### src/rtl/event_bank_pkg.sv
// Constants, register map and carrier types of the power event bank.
package event_bank_pkg;

    // Register offsets on the serial management port.
    localparam logic [7:0] ADDR_PT_LATCH = 8'h05;
    localparam logic [7:0] ADDR_PT_MASK = 8'h06;
    localparam logic [7:0] ADDR_PT_LIVE = 8'h07;
    localparam logic [7:0] ADDR_BUCK_LATCH = 8'h08;
    localparam logic [7:0] ADDR_BUCK_MASK = 8'h09;
    localparam logic [7:0] ADDR_BUCK_LIVE = 8'h0A;
    localparam logic [7:0] ADDR_BF_LATCH = 8'h0E;
    localparam logic [7:0] ADDR_BF_MASK = 8'h0F;
    localparam logic [7:0] ADDR_BF_LIVE = 8'h10;
    localparam logic [7:0] ADDR_LIN_LATCH = 8'h11;
    localparam logic [7:0] ADDR_LIN_MASK = 8'h12;
    localparam logic [7:0] ADDR_LIN_LIVE = 8'h13;

    // Field positions inside the boost and fuse registers and of the fuse supply bit in 0x07.
    localparam int BF_BOOST_BIT = 0;
    localparam int BF_FUSE_BIT = 7;
    localparam int PT_FUSE_SUPPLY_BIT = 7;

    // Source vector layout after synchronisation.
    localparam int NUM_SRC = 22;
    localparam int NUM_EV = 21;
    localparam int SRC_BUTTON = 0;
    localparam int SRC_LOW_INPUT = 1;
    localparam int SRC_THERM_LO = 2;
    localparam int SRC_THERM_HI = 5;
    localparam int SRC_BUCK_LO = 6;
    localparam int SRC_BUCK_HI = 12;
    localparam int SRC_BOOST = 13;
    localparam int SRC_LIN_LO = 14;
    localparam int SRC_LIN_HI = 19;
    localparam int SRC_FUSE_ERR = 20;
    localparam int SRC_FUSE_SUPPLY = 21;

    // Values after reset.
    localparam logic [5:0] PT_LATCH_RST = 6'h00;
    localparam logic [5:0] PT_MASK_RST = 6'h3F;
    localparam logic [6:0] BUCK_LATCH_RST = 7'h00;
    localparam logic [6:0] BUCK_MASK_RST = 7'h7F;
    localparam logic [1:0] BF_LATCH_RST = 2'h0;
    localparam logic [1:0] BF_MASK_RST = 2'h3;
    localparam logic [5:0] LIN_LATCH_RST = 6'h00;
    localparam logic [5:0] LIN_MASK_RST = 6'h3F;
    localparam logic [7:0] RDATA_RST = 8'h00;

    // Debounce times in microseconds and their cycle counts at the system clock.
    localparam int CLK_MHZ = 40;
    localparam int DEB_SHORT_US = 3900;
    localparam int DEB_BUTTON_US = 31250;
    localparam int DEB_FAULT_US = 8000;
    localparam int DEB_SHORT_CYCLES = DEB_SHORT_US * CLK_MHZ;
    localparam int DEB_BUTTON_CYCLES = DEB_BUTTON_US * CLK_MHZ;
    localparam int DEB_FAULT_CYCLES = DEB_FAULT_US * CLK_MHZ;
    localparam int CNT_W = 24;
    localparam logic [CNT_W-1:0] CNT_ZERO = 24'h000000;
    localparam logic [CNT_W-1:0] CNT_ONE = 24'h000001;

    typedef struct packed {
        logic wr;
        logic rd;
        logic [7:0] addr;
        logic [7:0] wdata;
    } reg_req_t;

    typedef struct packed {
        logic fuse_supply;
        logic fuse_error;
        logic [5:0] linear;
        logic boost;
        logic [6:0] buck;
        logic [3:0] thermal;
        logic low_input;
        logic button;
    } detector_in_t;

    typedef struct packed {
        logic [NUM_SRC-1:0] sync1;
        logic [NUM_SRC-1:0] sync2;
        logic [5:0] pt_latch;
        logic [5:0] pt_mask;
        logic [6:0] buck_latch;
        logic [6:0] buck_mask;
        logic [1:0] bf_latch;
        logic [1:0] bf_mask;
        logic [5:0] lin_latch;
        logic [5:0] lin_mask;
        logic [7:0] rdata;
        logic irq_n;
    } bank_state_t;

    typedef struct packed {
        logic [CNT_W-1:0] count;
        logic stable;
        logic rise;
        logic fall;
    } deb_state_t;

endpackage

### src/rtl/event_debouncer.sv
// One debounce channel: a level must hold for a full period before it is taken.
`timescale 1ns/1ps
`default_nettype none

module event_debouncer
    import event_bank_pkg::*;
(
    input wire logic i_mclk,
    input wire logic i_rst_n,
    input wire logic i_level,
    input wire logic [CNT_W-1:0] i_rise_cycles,
    input wire logic [CNT_W-1:0] i_fall_cycles,
    output logic o_stable,
    output logic o_rise,
    output logic o_fall
);

    deb_state_t st_reg;
    deb_state_t st_next;
    logic [CNT_W-1:0] period;

    always_comb begin
        st_next = st_reg;
        st_next.rise = 1'b0;
        st_next.fall = 1'b0;
        period = i_level ? i_rise_cycles : i_fall_cycles;
        // Any return to the stable level restarts the wait, so glitches never pass.
        if (i_level == st_reg.stable) begin
            st_next.count = CNT_ZERO;
        end else if (st_reg.count + CNT_ONE >= period) begin
            st_next.count = CNT_ZERO;
            st_next.stable = i_level;
            st_next.rise = i_level;
            st_next.fall = ~i_level;
        end else begin
            st_next.count = st_reg.count + CNT_ONE;
        end
    end

    always_ff @(posedge i_mclk or negedge i_rst_n) begin
        if (!i_rst_n) begin
            st_reg <= '0;
        end else begin
            st_reg <= st_next;
        end
    end

    assign o_stable = st_reg.stable;
    assign o_rise = st_reg.rise;
    assign o_fall = st_reg.fall;

endmodule

`default_nettype wire

### src/rtl/event_bank.sv
// Event latch, mask and live-state registers with the active-low interrupt output.
`timescale 1ns/1ps
`default_nettype none

// Behaviour
// - Register 0x05 latches button, low input, four thermal events; write one clears.
// - Register 0x06 masks those events bit for bit, all masked after reset.
// - Register 0x07 bit 0 follows button pin, bit 1 flags low input.
// - Bits 2 to 5 of 0x07 follow the four die temperature comparators.
// - Bit 7 of 0x07 shows whether the fuse program supply is present.
// - Register 0x08 latches seven buck overcurrent events; write one clears.
// - Register 0x09 masks the seven buck events, resetting to all ones.
// - Register 0x0A shows live buck overcurrent states, read only.
// - Register 0x0E latches boost overcurrent in bit 0, fuse error bit 7.
// - Register 0x0F masks boost in bit 0 and fuse error in bit 7.
// - Register 0x10 shows live boost overcurrent and fuse error states.
// - Register 0x11 latches six linear regulator overcurrent events; write one clears.
// - Register 0x12 masks the six linear regulator events, resetting to ones.
// - Register 0x13 shows live linear regulator overcurrent states.
// - Button falling edge debounce is lengthened by a two-bit selection.
// - Interrupt output is low while any latched unmasked event is pending.
// - A latched bit stays set until the host writes one to it.
// - Unmasking an already latched event drives the interrupt low at once.
// - An external event is latched only after a full stable debounce period.
module event_bank
    import event_bank_pkg::*;
#(
    parameter int SHORT_DEB_CYCLES = DEB_SHORT_CYCLES,
    parameter int BUTTON_DEB_CYCLES = DEB_BUTTON_CYCLES,
    parameter int FAULT_DEB_CYCLES = DEB_FAULT_CYCLES
) (
    input wire logic i_mclk,
    input wire logic i_rst_n,
    input wire reg_req_t i_reg_req,
    input wire detector_in_t i_detect,
    input wire logic [1:0] i_button_debounce_sel,
    output logic [7:0] o_reg_rdata,
    output logic o_irq_out_n
);

    bank_state_t st_reg;
    bank_state_t st_next;
    logic [NUM_SRC-1:0] raw;
    logic [NUM_SRC-1:0] lvl;
    logic [NUM_EV-1:0] deb_rise;
    logic [NUM_EV-1:0] deb_fall;
    logic [NUM_EV-1:0] ev;
    logic [CNT_W-1:0] short_per;
    logic [CNT_W-1:0] fault_per;
    logic [CNT_W-1:0] btn_rise_per;
    logic [CNT_W-1:0] btn_fall_per;
    logic [5:0] pt_clr;
    logic [6:0] buck_clr;
    logic [1:0] bf_clr;
    logic [5:0] lin_clr;
    logic [5:0] pt_live;
    logic [7:0] rd_mux;

    assign raw = {i_detect.fuse_supply, i_detect.fuse_error, i_detect.linear, i_detect.boost,
                  i_detect.buck, i_detect.thermal, i_detect.low_input, i_detect.button};
    assign lvl = st_reg.sync2;

    assign short_per = CNT_W'(SHORT_DEB_CYCLES);
    assign fault_per = CNT_W'(FAULT_DEB_CYCLES);
    assign btn_rise_per = CNT_W'(BUTTON_DEB_CYCLES);
    // The selection multiplies the base wait; the longest setting is four times the base.
    assign btn_fall_per = CNT_W'(BUTTON_DEB_CYCLES * (int'(i_button_debounce_sel) + 1));

    genvar g;
    generate
        for (g = 0; g < NUM_EV; g++) begin : g_deb
            logic [CNT_W-1:0] rise_per;
            logic [CNT_W-1:0] fall_per;
            if (g == SRC_BUTTON) begin : g_btn
                assign rise_per = btn_rise_per;
                assign fall_per = btn_fall_per;
            end else if (g <= SRC_THERM_HI) begin : g_short
                assign rise_per = short_per;
                assign fall_per = short_per;
            end else begin : g_fault
                assign rise_per = fault_per;
                assign fall_per = fault_per;
            end
            event_debouncer u_deb (
                .i_mclk(i_mclk),
                .i_rst_n(i_rst_n),
                .i_level(lvl[g]),
                .i_rise_cycles(rise_per),
                .i_fall_cycles(fall_per),
                .o_stable(),
                .o_rise(deb_rise[g]),
                .o_fall(deb_fall[g])
            );
        end
    endgenerate

    // Button fires on release to low, thermal on both crossings, the rest on assertion.
    always_comb begin
        ev = deb_rise;
        ev[SRC_BUTTON] = deb_fall[SRC_BUTTON];
        ev[SRC_THERM_HI:SRC_THERM_LO] = deb_rise[SRC_THERM_HI:SRC_THERM_LO]
                                      | deb_fall[SRC_THERM_HI:SRC_THERM_LO];
    end

    // Write-one-to-clear strobes; unused bit positions are simply not stored.
    always_comb begin
        pt_clr = '0;
        buck_clr = '0;
        bf_clr = '0;
        lin_clr = '0;
        if (i_reg_req.wr) begin
            if (i_reg_req.addr == ADDR_PT_LATCH) begin
                pt_clr = i_reg_req.wdata[5:0];
            end
            if (i_reg_req.addr == ADDR_BUCK_LATCH) begin
                buck_clr = i_reg_req.wdata[6:0];
            end
            if (i_reg_req.addr == ADDR_BF_LATCH) begin
                bf_clr = {i_reg_req.wdata[BF_FUSE_BIT], i_reg_req.wdata[BF_BOOST_BIT]};
            end
            if (i_reg_req.addr == ADDR_LIN_LATCH) begin
                lin_clr = i_reg_req.wdata[5:0];
            end
        end
    end

    assign pt_live = lvl[SRC_THERM_HI:SRC_BUTTON];

    always_comb begin
        rd_mux = 8'h00;
        unique case (i_reg_req.addr)
            ADDR_PT_LATCH: rd_mux = {2'h0, st_reg.pt_latch};
            ADDR_PT_MASK: rd_mux = {2'h0, st_reg.pt_mask};
            ADDR_PT_LIVE: rd_mux = {lvl[SRC_FUSE_SUPPLY], 1'b0, pt_live};
            ADDR_BUCK_LATCH: rd_mux = {1'b0, st_reg.buck_latch};
            ADDR_BUCK_MASK: rd_mux = {1'b0, st_reg.buck_mask};
            ADDR_BUCK_LIVE: rd_mux = {1'b0, lvl[SRC_BUCK_HI:SRC_BUCK_LO]};
            ADDR_BF_LATCH: rd_mux = {st_reg.bf_latch[1], 6'h00, st_reg.bf_latch[0]};
            ADDR_BF_MASK: rd_mux = {st_reg.bf_mask[1], 6'h00, st_reg.bf_mask[0]};
            ADDR_BF_LIVE: rd_mux = {lvl[SRC_FUSE_ERR], 6'h00, lvl[SRC_BOOST]};
            ADDR_LIN_LATCH: rd_mux = {2'h0, st_reg.lin_latch};
            ADDR_LIN_MASK: rd_mux = {2'h0, st_reg.lin_mask};
            ADDR_LIN_LIVE: rd_mux = {2'h0, lvl[SRC_LIN_HI:SRC_LIN_LO]};
            default: rd_mux = 8'h00;
        endcase
    end

    always_comb begin
        st_next = st_reg;
        // Detector outputs are analog and asynchronous to this clock.
        st_next.sync1 = raw;
        st_next.sync2 = st_reg.sync1;
        // The set term is applied after the clear, so a coincident event survives.
        st_next.pt_latch = (st_reg.pt_latch & ~pt_clr)
                         | ev[SRC_THERM_HI:SRC_BUTTON];
        st_next.buck_latch = (st_reg.buck_latch & ~buck_clr)
                           | ev[SRC_BUCK_HI:SRC_BUCK_LO];
        st_next.bf_latch = (st_reg.bf_latch & ~bf_clr)
                         | {ev[SRC_FUSE_ERR], ev[SRC_BOOST]};
        st_next.lin_latch = (st_reg.lin_latch & ~lin_clr)
                          | ev[SRC_LIN_HI:SRC_LIN_LO];
        if (i_reg_req.wr) begin
            if (i_reg_req.addr == ADDR_PT_MASK) begin
                st_next.pt_mask = i_reg_req.wdata[5:0];
            end
            if (i_reg_req.addr == ADDR_BUCK_MASK) begin
                st_next.buck_mask = i_reg_req.wdata[6:0];
            end
            if (i_reg_req.addr == ADDR_BF_MASK) begin
                st_next.bf_mask = {i_reg_req.wdata[BF_FUSE_BIT],
                                   i_reg_req.wdata[BF_BOOST_BIT]};
            end
            if (i_reg_req.addr == ADDR_LIN_MASK) begin
                st_next.lin_mask = i_reg_req.wdata[5:0];
            end
        end
        if (i_reg_req.rd) begin
            st_next.rdata = rd_mux;
        end
        // Built from the next values so the pin moves in the same edge as the registers.
        st_next.irq_n = ~(|(st_next.pt_latch & ~st_next.pt_mask)
                        | |(st_next.buck_latch & ~st_next.buck_mask)
                        | |(st_next.bf_latch & ~st_next.bf_mask)
                        | |(st_next.lin_latch & ~st_next.lin_mask));
    end

    always_ff @(posedge i_mclk or negedge i_rst_n) begin
        if (!i_rst_n) begin
            st_reg.sync1 <= '0;
            st_reg.sync2 <= '0;
            st_reg.pt_latch <= PT_LATCH_RST;
            st_reg.pt_mask <= PT_MASK_RST;
            st_reg.buck_latch <= BUCK_LATCH_RST;
            st_reg.buck_mask <= BUCK_MASK_RST;
            st_reg.bf_latch <= BF_LATCH_RST;
            st_reg.bf_mask <= BF_MASK_RST;
            st_reg.lin_latch <= LIN_LATCH_RST;
            st_reg.lin_mask <= LIN_MASK_RST;
            st_reg.rdata <= RDATA_RST;
            st_reg.irq_n <= 1'b1;
        end else begin
            st_reg <= st_next;
        end
    end

    assign o_reg_rdata = st_reg.rdata;
    assign o_irq_out_n = st_reg.irq_n;

    logic any_pending;
    assign any_pending = |(st_reg.pt_latch & ~st_reg.pt_mask)
                       | |(st_reg.buck_latch & ~st_reg.buck_mask)
                       | |(st_reg.bf_latch & ~st_reg.bf_mask)
                       | |(st_reg.lin_latch & ~st_reg.lin_mask);
endmodule

`default_nettype wire

### config.mk
export PLATFORM = sky130hd
export DESIGN_NAME = event_bank
export DESIGN_NICKNAME = d
export VERILOG_FILES = /design/src/rtl/event_bank_pkg.sv /design/src/rtl/event_debouncer.sv /design/src/rtl/event_bank.sv
export SDC_FILE = /design/constraint.sdc
export NUM_CORES = 1
export LEC_CHECK = 0
export BUFFER_PORTS_ARGS = -buffer_cell sky130_fd_sc_hd__buf_2
export CORE_MARGIN = 1.5
export CORE_UTILIZATION = 40
export CTS_BUF_LIST = sky130_fd_sc_hd__clkbuf_8
export DETAILED_ROUTE_END_ITERATION = 8
export GPL_TIMING_DRIVEN = 0
export MAX_ROUTING_LAYER = met4
export SYNTH_ARGS = -nofsm -noshare
export SYNTH_HDL_FRONTEND = slang
export SYNTH_SLANG_ARGS = --single-unit
### constraint.sdc
create_clock -name i_mclk -period 4 [get_ports i_mclk]
set_input_delay 0.8 -clock i_mclk [delete_from_list [all_inputs] [get_ports i_mclk]]
set_output_delay 0.8 -clock i_mclk [all_outputs]
set_load 0.05 [all_outputs]
==> metrics.md <==
| Metric | Value |
|---|---|
| IO buf count | `51` |
| DRC Markers | `0` |
| Die height | `around 290 um` |
| Area contributors post-synth | `dfrtp_1 (48%), nor2_1 (5.9%), xor2_1 (5.8%), xnor2_1 (5.0%), nand3_1 (3.2%)` |
| Hold Crit Class | `in2reg` |
| Gate Count Post-Synth | `about 3300` |
| Switching Share | `0.237` |
| Leakage | `~0.015 uW` |
| Vias | `around 24000` |
| Vias per cell | `approximately 5.1` |
| Max reg flops | `a little over 500` |
| DIE WIDTH | `288 um` |
| Site Rows | `about 100` |
| Top_reg_cell synth | `dfrtp_1` |
| First-pass GRT wire length | `~110000 um` |
| Leading area contributor after synthesis | `dfrtp_1` |
| Int Pwr | `between 10000 and 15000 uW` |
| RSZ-0062 raised after global routing | `no` |
| Asr flop ratio synth | `1.00` |
| Post-synth EDFFs | `0` |
| Final Critical Period | `about 3.5 ns` |
| Design Power | `around 14000 uW` |
| Core box area | `between 80000 and 90000 sq um` |
| Avg Cell Area, Syn | `9.92 sq um` |
| Initial Utilization | `0.404` |
| Status | `completed` |
| CP arrival | `around 4.2 ns` |
| Overflow after GRT | `0` |
| Peak supply drop | `about 0.29 mV` |
| R2r endpoint | `g_deb[17].u_deb.st_reg[18]` |
| YS warnings | `0` |
| Initial antenna violation count | `6` |
| Setup CP Type | `reg2reg` |
| Pre-CTS setup slack | `-0.0996 ns` |
| CTS tree | `yes` |
| Share of layout cells above drive strength 1 | `0.112` |
| CTS Buffer Depth | `3` |
| Post-CTS sizing | `0` |
| Worst setup margin | `about 0.46 ns` |
| Clock power share | `0.465` |
| # H-tree levels | `3` |
| Clock-pin transition on the worst setup and hold timing paths | `roughly 0.060 ns` |
| Reg-to-reg startpoint | `g_deb[17].u_deb.st_reg[3]` |
| Synth-to-layout area growth | `14.1%` |
| WL/cell | `~14 um` |
| Worst EP required | `4.65 ns` |
| Seq/Total Area, Yosys | `0.498` |
| Number of distinct library cells after synthesis | `just over 90` |
| Slew Viols, Final | `0` |
| #FFs+latches synth | `645` |
| Cts bufs inserted | `around 110` |
| CP max FO | `10` |
| Crit path capture type | `flop` |
| Final Cycle Share | `0.884` |
| Die ar. | `a little over 80000 sq um` |
| Slew @ Worst Pin | `around 1.2 ns` |
| Sequential share of power | `0.499` |
| Critical-path cell list | `ha_1 -> nand4_1 -> or4_1 -> nor2_1 -> xnor2_1 -> a2111oi_0 -> nor4_1 -> nand2_1 -> clkbuf_1 -> nor2_1` |
| Clk sinks | `~650` |
| Hpwl dp | `~46000 um` |
| Share of the synthesized area in the top cell type | `0.480` |
| Pwr Density | `365 nW/um^2` |
| DRT Pass-1 Iters | `5` |
| Starting DRC count in detailed routing | `~1300` |
| Final cell count without fillers | `4709` |
| Hold Buf Count CTS | `1` |
| Final hold vios | `0` |
| Met2 track demand over resource | `0.245` |
| Cell Area, Synth | `between 30000 and 40000 sq um` |
| Fmax | `roughly 280 MHz` |
| Worst setup SP type | `flop` |
| Reg2reg setup slack | `0.46 ns` |
| Setup violators final | `0` |
| NetSw | `3210 uW` |
| Clk_skew | `~0.045 ns` |
| Layout Nets | `roughly 3600` |
| CP Launch Point | `g_deb[17].u_deb.st_reg[3]` |
| CTS Root Buffer Type | `clkbuf_8` |
| Cell mode on critical path | `nor2_1` |
| GR Layer Usage met1 | `0.243` |
| Worst Path Buf+Inv | `1` |
| Crit path max-delay cell type | `nor4_1` |
| Gpl congestion | `0.875` |
| Busiest grt layer | `met2` |
| Post-route ant nets | `0` |
| Combinational Power Share | `0.035` |
| Slew headroom | `0.211` |
| Clk_lat worst skew | `approximately 0.74 ns` |
| Reg2Reg Depth | `10` |
| Setup bufs post-CTS | `0` |
| Family with the most delay on the worst path | `simple AND/OR/NAND/NOR gates` |
| Largest net degree at the start of global routing | `between 100 and 150` |
| Max-cap viol count | `0` |
| Routed WL | `67200 um` |
| Instance count on the critical path | `10` |
| Vias in the first global route | `between 20000 and 25000` |
| Dpl cells | `between 4000 and 5000` |
| All-Layer GR Usage | `0.170` |
| Crit path largest cell delay | `between 0.6 and 0.7 ns` |
| End of the critical path | `g_deb[17].u_deb.st_reg[18]` |
| M3 GR Usage | `0.0327` |
| Ports | `53` |
cells in the final DEF, fill, tap and decap left out, types with 43 or more instances in the layout:
cell	n
a21oi_1	75
and3_1	94
buf_2	71
clkbuf_1	61
clkbuf_8	140
conb_1	105
dfrtp_1	623
ha_1	50
inv_1	104
mux2_2	54
nand2_1	219
nand3_1	205
nand4_1	126
nor2_1	508
nor2b_1	43
nor3_1	83
nor4_1	47
xnor2_1	186
xor2_1	215
per-layer routing:
layer	share of wire	wire, um
met5	0	0
met2	0.43	28800
met3	0.041	2780
met1	0.51	34100
met4	0.022	1480
worst min path at each step:
stage / startpoint / to / slack (ns) / depth (start not counted)
6_report: i_detect[16] / st_next[67] / 0.15 / 1
5_1_grt: i_detect[16] / st_next[67] / 0.1 / 1
3_3_place_gp: st_next[71] / lvl[20] / 0.33 / 0
4_1_cts: i_detect[16] / st_next[67] / 0.07 / 1
3_5_place_dp: st_next[71] / lvl[20] / 0.33 / 0
2_1_floorplan: st_next[51] / lvl[0] / 0.33 / 0
through the flow:
step	cell area, sq um	util	hold slack, ns	setup TNS (ns)
floorplan	32900	-	0.331	0
global placement	34400	0.428	0.333	-7333.78
detailed placement	34600	0.431	0.335	-0.915
CTS	37100	0.461	0.0688	0
global route	37100	0.461	0.0956	0
finish	37100	0.461	0.155	0
power groups by stage:
stage	clock network [uW]	logic (uW)	registers, uW
2_1_floorplan	0	236	6840
3_5_place_dp	0	488	6880
4_1_cts	6560	490	6760
6_report	6300	477	6760
5_1_grt	6850	551	6780
3_3_place_gp	0	462	6880
cells in the mapped netlist (34+ instances only):
cell	instances
nand3_1	205
o21ai_0	42
dfrtp_1	623
nor3_1	83
and4_1	40
a21oi_1	75
xor2_1	215
mux2i_1	40
and3_1	94
clkbuf_1	61
ha_1	50
nand4_1	126
nor2_1	508
xnor2_1	186
nor4_1	48
mux2_2	54
or3_1	34
inv_1	71
nor2b_1	43
nand2_1	219
final cells by class:
class | count | area, sq um
diodes | 5 | 12.5
repair buffers | 58 | 440
multi-input cells | 2567 | 16000
plain buffers | 93 | 413
clock inverters | 69 | 490
inverters | 72 | 270
flip-flops and latches | 645 | 16200
fillers | 7666 | 43400
clock buffers | 140 | 1930
well taps | 1060 | 1330
logic make-up (layout without fill, tap and decap cells):
kind of cell | Yosys count | in the layout | share of synthesized area
buffers and inverters | 165 | 432 | 0.0210
other | 1 | 110 | 0.000115
xor gates and xnor gates | 401 | 401 | 0.108
and+or+nand+nor | 1569 | 1569 | 0.246
adders and majority gates | 50 | 50 | 0.0193
DFF | 645 | 645 | 0.498
muxes | 95 | 95 | 0.0318
AOI/OAI and AO/OA | 347 | 347 | 0.0762
Power figures use the tool's default switching activity.
